### src/awsq_pkg.sv
// awsq_pkg: constants and carrier types for the wake/sleep sequencer.
// assumes a 125 MHz system clock; times other than the wake response min and max are converted to cycles here.
package awsq_pkg;
    localparam int CLK_HZ = 125_000_000;
    localparam int CLK_NS = 8;
    // times as printed, in their own units
    localparam int DEGLITCH_NS = 14_000;
    localparam int REG_START_NS = 20_000;
    localparam int WAKE_RESP_MIN_NS = 35_000;
    localparam int WAKE_RESP_TYP_NS = 60_000;
    localparam int WAKE_RESP_MAX_NS = 100_000;
    localparam int SLEEP_WAIT_NS = 4_000;
    localparam int IDLE_TIMEOUT_MS = 1_000;
    localparam int WRITE_BUSY_US = 1_800;
    localparam int SRST_MAX_NS = 30_000;
    localparam int OSC_HZ = 532_000;
    // cycle counts
    localparam int DEGLITCH_CYC = DEGLITCH_NS / CLK_NS;
    localparam int REG_START_CYC = REG_START_NS / CLK_NS;
    localparam int WAKE_RESP_CYC = WAKE_RESP_TYP_NS / CLK_NS;
    localparam int SLEEP_WAIT_CYC = (SLEEP_WAIT_NS + CLK_NS - 1) / CLK_NS;
    localparam int IDLE_TIMEOUT_CYC = IDLE_TIMEOUT_MS * (CLK_HZ / 1000);
    localparam int WRITE_BUSY_CYC = WRITE_BUSY_US * (CLK_HZ / 1_000_000);
    localparam int SRST_CYC = (SRST_MAX_NS / CLK_NS) / 2;
    localparam int OSC_DIV = CLK_HZ / OSC_HZ;
    // break length: 1.391 bit-times, in thousandths
    localparam int BREAK_MILLI = 1391;
    localparam int CNT_W = 28;
    // memory layout
    localparam int MEM_DEPTH = 16;
    localparam logic [3:0] ADDR_CFG = 4'h0;
    localparam logic [3:0] ADDR_TRIM = 4'h1;
    localparam logic [3:0] ADDR_SECRET_LO = 4'h2;
    localparam logic [3:0] ADDR_SECRET_HI = 4'hD;
    localparam logic [3:0] ADDR_GP0 = 4'hE;
    // fields of the default configuration byte
    localparam int CFG_LOCK0 = 0;
    localparam int CFG_LOCK1 = 1;
    localparam int CFG_AUTO_SLEEP_ENABLE = 2;
    localparam int CFG_SPD_LO = 3;
    localparam int CFG_DAB_LO = 5;
    localparam logic [7:0] CFG_RESET = 8'h04;

    typedef enum {
        ST_SLEEP, ST_DEGLITCH, ST_REG_UP, ST_LOAD, ST_WAIT_RESP,
        ST_BREAK, ST_IDLE, ST_SLEEP_WAIT, ST_WRITE_BUSY, ST_SRST
    } awsq_state_e;

    typedef struct packed {
        logic [1:0] dev_addr;
        logic [1:0] bus_speed;
        logic auto_sleep;
        logic [1:0] lock;
    } awsq_cfg_s;

    typedef struct packed {
        logic sleep_cmd;
        logic soft_reset;
        logic write_done;
        logic challenge_done;
        logic clr_auto_sleep;
    } awsq_cmd_s;
endpackage : awsq_pkg

### src/awsq_mem.sv
// awsq_mem: 16-byte nonvolatile store model with registered read.
// assumes the programming interface lives elsewhere; writes are direct, except to the trim byte, which ignores them.
`timescale 1ns/100ps
module awsq_mem
    import awsq_pkg::*;
#(
    parameter int DEPTH = MEM_DEPTH
) (
    input wire logic clk,
    input wire logic rst_n,
    input wire logic [3:0] rd_addr,
    output logic [7:0] rd_data,
    input wire logic wr_en,
    input wire logic [3:0] wr_addr,
    input wire logic [7:0] wr_data
);
    logic [7:0] mem [DEPTH];

    // config first, trim, twelve secret bytes, two general bytes
    always_ff @(posedge clk) begin
        if (wr_en && wr_addr != ADDR_TRIM) begin
            mem[wr_addr] <= wr_data;
        end
    end

    always_ff @(posedge clk or negedge rst_n) begin
        if (!rst_n) begin
            rd_data <= 8'h00;
        end else begin
            rd_data <= mem[rd_addr];
        end
    end
endmodule : awsq_mem

### src/awsq_bittimer.sv
// awsq_bittimer: bit-time reference tick from the system clock.
// assumes the divider ratio approximates the internal oscillator.
`timescale 1ns/100ps
module awsq_bittimer
    import awsq_pkg::*;
#(
    parameter int DIV = OSC_DIV
) (
    input wire logic clk,
    input wire logic rst_n,
    input wire logic run,
    output logic tick
);
    logic [15:0] cnt_q;

    // bit timing derived from the reference rate
    always_ff @(posedge clk or negedge rst_n) begin
        if (!rst_n) begin
            cnt_q <= 16'h0000;
            tick <= 1'b0;
        end else if (!run || cnt_q == 16'(DIV - 1)) begin
            cnt_q <= 16'h0000;
            tick <= run;
        end else begin
            cnt_q <= cnt_q + 16'h0001;
            tick <= 1'b0;
        end
    end
endmodule : awsq_bittimer

### src/awsq_seq.sv
// awsq_seq: sleep, wake, power-on and service timing sequencer.
// assumes bus framing logic supplies command pulses on CLK_SYS.
`timescale 1ns/100ps

module awsq_seq
    import awsq_pkg::*;
#(
    parameter int IDLE_CYC = IDLE_TIMEOUT_CYC,
    parameter int BUSY_CYC = WRITE_BUSY_CYC
) (
    // clock and reset
    input wire logic CLK_SYS,
    input wire logic RESET_N,
    // single-wire bus, open drain
    input wire logic SWB_IN,
    output logic SWB_OUT,
    output logic SWB_OE_N,
    // commands from bus framing logic
    input wire awsq_cmd_s CMD,
    // memory write port
    input wire logic MEM_WR_EN,
    input wire logic [3:0] MEM_WR_ADDR,
    input wire logic [7:0] MEM_WR_DATA,
    // status
    output logic REG_ON,
    output logic LOGIC_RST_N,
    output logic AWAKE,
    output logic BUSY,
    output logic HASH_START,
    output logic RESULT_READY,
    output awsq_cfg_s CFG
);
    typedef struct packed {
        logic sync1;
        logic sync2;
        logic bus_prev;
        awsq_state_e st;
        logic [CNT_W-1:0] cnt;
        logic [CNT_W-1:0] idle;
        logic [CNT_W-1:0] since_wake;
        logic [15:0] brk_cnt;
        logic [3:0] bt_cnt;
        logic reg_on;
        logic logic_rst_n;
        logic drive_low;
        logic busy;
        logic hash;
        logic res_wait;
        logic res_ready;
        logic awake;
        awsq_cfg_s cfg;
    } awsq_st_s;

    awsq_st_s s_q, s_d;
    logic [7:0] mem_rd;
    logic tick;

    localparam logic [15:0] BRK_CYC =
        16'((OSC_DIV * BREAK_MILLI) / 1000);

    awsq_mem u_mem (
        .clk(CLK_SYS),
        .rst_n(RESET_N),
        .rd_addr(ADDR_CFG),
        .rd_data(mem_rd),
        .wr_en(MEM_WR_EN),
        .wr_addr(MEM_WR_ADDR),
        .wr_data(MEM_WR_DATA)
    );

    awsq_bittimer u_bt (
        .clk(CLK_SYS),
        .rst_n(RESET_N),
        .run(s_q.res_wait),
        .tick(tick)
    );

    function automatic logic [CNT_W-1:0] inc(input logic [CNT_W-1:0] v);
        return v + CNT_W'(1);
    endfunction : inc

    logic edge_seen;
    logic bus_low;

    always_comb begin
        s_d = s_q;
        // pad sensed via two flops
        s_d.sync1 = SWB_IN;
        s_d.sync2 = s_q.sync1;
        s_d.bus_prev = s_q.sync2;
        bus_low = !s_q.sync2;
        edge_seen = s_q.sync2 != s_q.bus_prev;
        s_d.since_wake = inc(s_q.since_wake);
        s_d.hash = 1'b0;

        case (s_q.st)
            ST_SLEEP: begin
                // asleep: logic held in reset
                s_d.reg_on = 1'b0;
                s_d.logic_rst_n = 1'b0;
                s_d.drive_low = 1'b0;
                s_d.cnt = '0;
                if (bus_low) begin
                    s_d.st = ST_DEGLITCH;
                    s_d.since_wake = '0;
                end
            end
            ST_DEGLITCH: begin
                s_d.cnt = inc(s_q.cnt);
                if (!bus_low) begin
                    s_d.st = ST_SLEEP; // short glitch ignored
                end else if (s_q.cnt == CNT_W'(DEGLITCH_CYC)) begin
                    s_d.reg_on = 1'b1; // regulator up
                    s_d.st = ST_REG_UP;
                end
            end
            ST_REG_UP: begin
                // no wait for the break to rise
                if (s_q.since_wake >= CNT_W'(REG_START_CYC)) begin
                    s_d.logic_rst_n = 1'b1;
                    s_d.st = ST_LOAD;
                end
            end
            ST_LOAD: begin
                // default config loaded
                s_d.cfg.lock = mem_rd[CFG_LOCK1:CFG_LOCK0];
                s_d.cfg.auto_sleep = mem_rd[CFG_AUTO_SLEEP_ENABLE];
                s_d.cfg.bus_speed = mem_rd[CFG_SPD_LO +: 2];
                s_d.cfg.dev_addr = mem_rd[CFG_DAB_LO +: 2];
                s_d.st = ST_WAIT_RESP;
            end
            ST_WAIT_RESP: begin
                // soft reset skips the wake delay
                if (s_q.since_wake >= CNT_W'(WAKE_RESP_CYC)) begin
                    s_d.st = ST_BREAK;
                    s_d.drive_low = 1'b1; // ready break
                    s_d.brk_cnt = '0;
                end
            end
            ST_BREAK: begin
                s_d.brk_cnt = s_q.brk_cnt + 16'h0001;
                if (s_q.brk_cnt == BRK_CYC - 16'h0001) begin
                    s_d.drive_low = 1'b0; // 1.391 bit-times
                    s_d.st = ST_IDLE;
                    s_d.idle = '0;
                end
            end
            ST_IDLE: begin
                // awake: low pulses are data, no wake path
                s_d.idle = edge_seen ? '0 : inc(s_q.idle);
                if (CMD.clr_auto_sleep) begin
                    s_d.cfg.auto_sleep = 1'b0;
                end
                if (CMD.soft_reset) begin
                    s_d.st = ST_SRST;
                    s_d.cnt = '0;
                end else if (CMD.sleep_cmd) begin
                    s_d.st = ST_SLEEP_WAIT;
                    s_d.cnt = '0;
                end else if (CMD.write_done) begin
                    s_d.st = ST_WRITE_BUSY;
                    s_d.busy = 1'b1;
                    s_d.cnt = '0;
                end else if (s_q.cfg.auto_sleep &&
                             s_q.idle >= CNT_W'(IDLE_CYC - 1)) begin
                    s_d.st = ST_SLEEP; // idle timeout
                end
                if (CMD.challenge_done) begin
                    s_d.hash = 1'b1;
                    s_d.res_wait = 1'b1;
                    s_d.res_ready = 1'b0;
                end
            end
            ST_SLEEP_WAIT: begin
                s_d.cnt = inc(s_q.cnt);
                if (s_q.cnt >= CNT_W'(SLEEP_WAIT_CYC)) begin
                    s_d.st = ST_SLEEP;
                end
            end
            ST_WRITE_BUSY: begin
                s_d.cnt = inc(s_q.cnt);
                if (s_q.cnt >= CNT_W'(BUSY_CYC - 1)) begin
                    s_d.busy = 1'b0;
                    s_d.st = ST_IDLE;
                    s_d.idle = '0;
                end
            end
            ST_SRST: begin
                // reload then break well inside the limit
                s_d.cnt = inc(s_q.cnt);
                s_d.res_ready = 1'b0;
                if (s_q.cnt >= CNT_W'(SRST_CYC)) begin
                    s_d.since_wake = CNT_W'(WAKE_RESP_CYC);
                    s_d.st = ST_LOAD;
                end
            end
            default: s_d.st = ST_SLEEP;
        endcase

        if (s_q.res_wait && tick) begin
            s_d.res_wait = 1'b0;
            s_d.res_ready = 1'b1; // one bit-time later
        end
        if (s_d.st == ST_SLEEP) begin
            // regulator and logic reset fall with the state, not a cycle
            // later, so no asleep cycle ever shows live logic
            s_d.reg_on = 1'b0;
            s_d.logic_rst_n = 1'b0;
            s_d.drive_low = 1'b0;
            s_d.res_wait = 1'b0;
            s_d.res_ready = 1'b0;
            s_d.busy = 1'b0;
        end
        // registered copy keeps the status output glitch free
        s_d.awake = s_d.st != ST_SLEEP;
        // saturate the wake-time counter
        if (s_q.since_wake == '1) begin
            s_d.since_wake = s_q.since_wake;
        end
    end

    always_ff @(posedge CLK_SYS or negedge RESET_N) begin
        if (!RESET_N) begin
            // released bus idles high: synchronisers start high so that
            // reset never looks like a falling wake edge
            s_q <= '{
                sync1: 1'b1,
                sync2: 1'b1,
                bus_prev: 1'b1,
                st: ST_SLEEP,
                // auto-sleep on from power-up
                cfg: '{auto_sleep: 1'b1, default: '0},
                default: '0
            };
        end else begin
            s_q <= s_d;
        end
    end

    // only ever pull low, else release
    assign SWB_OUT = 1'b0;
    assign SWB_OE_N = !s_q.drive_low;
    assign REG_ON = s_q.reg_on;
    assign LOGIC_RST_N = s_q.logic_rst_n;
    assign AWAKE = s_q.awake;
    assign BUSY = s_q.busy;
    assign HASH_START = s_q.hash;
    assign RESULT_READY = s_q.res_ready;
    assign CFG = s_q.cfg;
endmodule : awsq_seq

### config.mk
export PLATFORM = sky130hd
export DESIGN_NAME = awsq_seq
export DESIGN_NICKNAME = d
export VERILOG_FILES = /design/src/awsq_pkg.sv /design/src/awsq_mem.sv /design/src/awsq_bittimer.sv /design/src/awsq_seq.sv
export SDC_FILE = /design/constraint.sdc
export NUM_CORES = 1
export LEC_CHECK = 0
export ABC_AREA = 1
export BUFFER_PORTS_ARGS = -buffer_cell sky130_fd_sc_hd__buf_2
export CORE_MARGIN = 3
export CORE_UTILIZATION = 40
export DETAILED_ROUTE_END_ITERATION = 7
export MAX_ROUTING_LAYER = met4
export PLACE_DENSITY = 0.6
export SLEW_MARGIN = 0
export SYNTH_ARGS = -nofsm -noshare
export SYNTH_HDL_FRONTEND = slang
export SYNTH_SLANG_ARGS = --single-unit
### constraint.sdc
create_clock -name CLK_SYS -period 2 [get_ports CLK_SYS]
set_clock_uncertainty 0.2 [all_clocks]
set_input_delay 0.2 -clock CLK_SYS [delete_from_list [all_inputs] [get_ports CLK_SYS]]
set_output_delay 0.2 -clock CLK_SYS [all_outputs]
set_load 0.02 [all_outputs]
Word level (Yosys, flattened, before mapping)
Memories as Yosys holds them, arrays and structs flattened. A register that Yosys moved wholly into a read port is not among the register bits.
Cells that the tools add are included.
- memories: 1
- register bits after elaboration: 167
- logic and storage cells: 146
- memory bits (writable): 128
- bits of input ports: 21
- memory list (name ; depth ; bits a word ; read ports ; clocked after memory_dff ; write ports ; line ; source):
    u_mem.mem ; 16 ; 8 ; 1 ; 1 ; 1 ; awsq_mem.sv:17 ; logic [7:0] mem [DEPTH];
- $lt $le $gt $ge: 6
- muxes and demuxes: 50
- reductions and logical operators: 32
- $add $sub $neg: 5
- eq/ne operators: 30
- operators with widths (operator ; number):
    two-way mux 32 bit ; 11
    one-hot mux 32 bit (10 select lines) ; 1
    two-way mux 28 bit ; 6
    one-hot mux 28 bit (3 select lines) ; 2
    == test 32 x 3 -> 1 bit (second input constant) ; 4
    two-way mux 60 bit ; 2
    adder 28 x 1 -> 28 bit (second input constant) ; 3
    == test 32 x 2 -> 1 bit (second input constant) ; 2
    == test 32 x 4 -> 1 bit (second input constant) ; 2
    logical NOT 32 bit ; 2
    one-hot mux 28 bit (2 select lines) ; 1
    adder 16 x 1 -> 16 bit (second input constant) ; 2
    == test 32 x 1 -> 1 bit (second input constant) ; 1
    two-way mux 16 bit ; 2
    one-hot mux 16 bit (2 select lines) ; 1
    nonzero test 32 bit ; 1
    == test 28 x 11 -> 1 bit (second input constant) ; 1
    == test 28 bit (second input constant) ; 1
    greater-or-equal comparator 28 x 11 -> 1 bit (second input constant) ; 1
    greater-or-equal comparator 28 x 12 -> 1 bit (second input constant) ; 1
    greater-or-equal comparator 28 x 13 -> 1 bit (second input constant) ; 1
    greater-or-equal comparator 28 x 18 -> 1 bit (second input constant) ; 1
    greater-or-equal comparator 28 x 27 -> 1 bit (second input constant) ; 1
    greater-or-equal comparator 28 x 9 -> 1 bit (second input constant) ; 1
    other kinds (23) ; 72

Logic depth before layout (Yosys ltp)
- depth in word-level cells: 10
- mapped depth: 16
- gate-level depth less buffers: 16

Cells and area by module
From an unflattened synthesis, not the netlist that was laid out.
- cells, all modules: 1911
- area, all modules: 16100.4 um^2
- modules (own cells, without submodules) (module ; cells each ; area an instance (um^2) ; times used ; sequential area each (um^2)):
    awsq_seq ; 1237 ; 9302.7 ; 1 ; 3758.6
    awsq_mem ; 552 ; 5808.1 ; 1 ; 4043.9
    awsq_bittimer ; 122 ; 989.7 ; 1 ; 425.4

Worst setup path after synthesis
Ideal clock, no wire load.
- kind: register to register
- from: reg s_q[35] (netlist bit)
- to: reg s_q[58] (netlist bit)
- required time: 1.679 ns
- slack: -0.087 ns
- library setup time: 0.121 ns
- buffers on the path: 0
- clock period less this slack: 2.087 ns
- stages on the path, launching flop included: 13
- data arrival time: 1.766 ns
- cell sequence: dfrtp_1 -> ha_1 -> nand4_2 -> nor2_4 -> nand2_2 -> nor2_2 -> nand4_4 -> nor2_8 -> inv_4 -> nand3_2 -> nor2_1 -> a21oi_2 -> nor2_1
- cells in the longest elaborated chain, start to end: 3
- elaborated cells on any way between the ends: 5
- classes of those cells: 1 x add/sub; 1 x eq/ne; 3 x mux
- RTL lines (element ; line ; source):
    from (decl) ; awsq_seq.sv:54 ; awsq_st_s s_q, s_d;
    from (signal assigned) ; awsq_seq.sv:226 ; s_q <= '{
    adder 28 x 1 -> 28 bit ; awsq_seq.sv:79 ; return v + CNT_W'(1);
    two-way mux 28 bit (on tied branches) ; awsq_seq.sv:192, awsq_seq.sv:103 ;
    one-hot mux 28 bit (2 select lines) ; awsq_seq.sv:96 ; case (s_q.st)
Parallel ways exist; a longest one is shown, timed or not.
A chain may end at the register's enable or synchronous reset.

Final worst setup path
- from: reg s_q[141] (netlist bit)
- to: reg s_q[53] (netlist bit)
- cells in the longest elaborated chain, start to end: 2
- elaborated cells on any way between the ends: 3
- classes of those cells: 1 x eq/ne; 1 x mux; 1 x reduce/logical
- RTL lines (element ; line):
    == test 32 x 4 -> 1 bit / logical NOT 32 bit (equally long branches) ; n/a
    one-hot mux 28 bit (2 select lines) (*) ; awsq_seq.sv:96
Every way passes the cells marked *; elsewhere a longest branch is shown, timed or not.

==> out/qor.yml <==
synthSimpleGateAreaFrac_pct: 32.15
numCtsBuffers: 17
cp.arrival_ns: 2.46
worstPathRequired_ns: 2.13
worstMarginPinSlew_ns: 0.7433
fp.dieH_um: 165.7
path_buf_inv: 4
wire_per_inst_um: 15.16
yosys-top-cells-area: "dfrtp_1 (42%), nand2_1 (9.7%), xor2_1 (5.8%), inv_1 (5.7%), nor2_1 (5.7%)"
nets: 1754
netlist.area_leader.share_pct: 41.71
cap_violations: 0
critical_path_class: "reg2reg"
n_fill_cell: 2079
hp-class: "in2reg"
ys.flop_type: "dfrtp_1"
synth_top_family_by_area: "simple AND/OR/NAND/NOR gates"
synth_edf_count: 7
crit_fanout: 8
yosys.area_share.adder_pct: 1.227
hpwlAfterDp_um: 22120
critPathSlowestCell: "dfrtp_1"
min_period_ns: 2.332
vias_per_cell: 5.044
r2r_setup_slack_ns: -0.33
drc_errors: 0
start_util_pct: 41.33
clk_pin_slew_ns: 0.08
hold_violations: 0
clockBufferDepth: 2
io_buffer_count: 33
track_usage_pct: 22.97
wl_met2_um: 15260
finalWirelength_um: 31240
status: "complete, but fails checks"
hp-start: "CMD[3]"
crit_path_cell_trace: "nor2_1 > nand2_1 > nor2_4 > nand2_4 > buf_6 > nor3_4 > buf_6 > nor2_4 > nor2_4 > inv_4 > nor2_8 > inv_4 > and3_1"
r2r_start: "s_q[141]"
startpoint_type: "flop"
synth_top_cell_by_area: "dfrtp_1"
vias: 10390
synth-xor-area-share_pct: 5.925
cp_common_cell: "nor2_4"
p_leak_nw: 7.589
yosys_register_bits: 181
dieArea_mm2: 0.02745
yosys.cell_types.count: 55
pin_count: 36
n_antenna_cell: 0
grt_remaining_overflow: 0
min_period_over_period_pct: 116.6
top_layer_used: "met4"
ys_warn_count: 0
synth_compound_area_share_pct: 8.391
syn_inst: 1284
path_delay_family: "simple AND/OR/NAND/NOR gates"
final_antenna_net_count: 0
hold_end: "s_q[121]"
cts_root_buf: "clkbuf_16"
timing.hold.ws_ns: 0.08245
grt_max_degree: 55
violations: "negative setup slack"
ys_async_sr_fraction_pct: 96.13
clk-insertion-delay-late_ns: 0.44
drive_gt1_share_pct: 38.71
syn_to_final_growth_pct: 52.64
max_slew_margin_pct: 50.39
core-area_mm2: 0.02468
peakVddDrop_mv: 0.4540
powerDensity_mw_per_mm2: 480.5
rr_worst_depth: 13
seq_area_frac_synth_pct: 44.80
synthMuxAreaShare_pct: 0
h-tree-depth: 4
cp-end-kind: "flop"
wl_met1_um: 13540
grt_pass1_wl_um: 51060
dr.pass1.iters: 5
synth.avg_cell_area_um2: 7.944
maxSlewViolCount: 0
fmax_mhz: 428.7
cts.sinks: 181
gp_congestion: 1.006
setup_viol: 121
antenna_found_initial: 0
grt_pass1_vias: 10500
grt_setup_unrepaired: "yes"
synth_area_mm2: 0.01020
final_area_mm2: 0.01557
timing.rr.end: "s_q[53]"
drt_iter0_drc: 737
hold_depth: 4
die_w_um: 165.7
slowest_delay_ns: 0.36
dpl_cell_area_mm2: 0.01334
wl_met3_um: 1839
finalWorstSetupSlack_ns: -0.3325
std_cell_rows: 57
cts_tree: "built"
-- registers in the layout, indices dropped and copies added (netlist names) --
signal,flops
AWAKE,1
BUSY,1
CFG,7
HASH_START,1
LOGIC_RST_N,1
REG_ON,1
RESULT_READY,1
s_d,2
s_q,135
u_bt.cnt_q,16
u_bt.tick,1
u_mem.mem,7
u_mem.rd_data,7
-- per-layer routing --
metal	GRT usage, %	vias up
met3	4.457	58
met1	29.47	4883
met5	-	-
li1	-	5111
met4	6.510	0
met2	37.35	338
-- placed cells by master (no fill, tap or decap), types with 25 or more instances in the layout --
cell type,synthesis,routed
nand3_2,3,25
xor2_1,67,66
nand2_1,263,223
inv_1,156,144
nor3_1,68,60
buf_2,7,32
nand3_1,85,59
nand2_2,8,41
conb_1,1,29
nand4_1,39,39
nor2_2,11,25
buf_4,10,323
dfrtp_1,170,169
nor2_1,156,130
buf_6,0,28
-- what timing repair did --
item,in CTS,in global routing
setup endpoints to repair,122,125
gates resized for setup,178,109
setup buffers,25,22
endpoints found under the hold margin,190,0
gates cloned,6,0
hold buffers,13,0
pin swaps,32,36
-- synthesized netlist by cell type (all sizes together), types with 2 or more instances --
cell and count:
buf 17, nor3 74, o21ai 55, edfxtp 7
dfrtp 170, and3 4, a21oi 29, xnor2 2
o22ai 26, o32ai 11, o31ai 5, or2 4
clkbuf 8, ha 10, nor3b 11, nand3b 3
a211oi 3, nand3 89, nand4 41, nor4 23
o211ai 2, o2111ai 3, nand2 271, dfstp 4
xor2 67, inv 164, nor2 174
-- kinds of logic after synthesis --
logic type                 Yosys count
and+or+nand+nor                    695
DFF                                181
AOI/OAI and AO/OA                  139
buffers and inverters              189
xor gates and xnor gates            69
other                                1
adders and majority gates           10
-- power breakdown --
part	switching [W]	internal (W)	leakage, nW
combinational	0.000139	0.0000670	5.04
sequential	0.0000122	0.00372	2.24
clock	0.00175	0.00180	0.308
total	0.00190	0.00558	7.59
-- worst min-delay path: cells and delay by family --
kind	cells	cell delay, ns
AND/OR/NAND/NOR	2	0.23
buffers and inverters	2	0.22
-- worst max path at each step --
stage	from	to	slack (ns)	cells after the start
after floorplan	s_q[132]	s_q[53]	-0.07	11
after global placement	s_q[141]	s_q[122]	-0.38	11
after detailed placement	s_q[141]	s_q[122]	-0.42	11
after CTS	s_q[135]	s_q[25]	-0.30	15
after global routing	s_q[120]	s_q[44]	-0.48	15
final	s_q[141]	s_q[53]	-0.33	13
-- through the flow --
step	cells	total power [W]	util [%]	setup TNS [ns]	setup slack, ns
after floorplan	1312	0.003844	-	-0.6754	-0.06695
after global placement	1970	0.003983	54.05	-18.48	-0.3781
after detailed placement	1970	0.003985	54.05	-20.87	-0.4241
after CTS	2042	0.007559	60.90	-21.26	-0.3032
after global routing	2060	0.007740	63.09	-39.06	-0.4831
final	2060	0.007482	63.09	-23.63	-0.3325
-- area by class of cell --
type	count	area, um^2	area share (%)
flip-flops and latches	181	4571	29.36
repair buffers	417	3445	22.12
well taps	324	405.4	2.604
multi-input cells	942	5862	37.65
clock inverters	14	192.7	1.238
inverters	164	643.1	4.131
clock buffers	18	450.4	2.893
(Power assumes the default switching activity.)
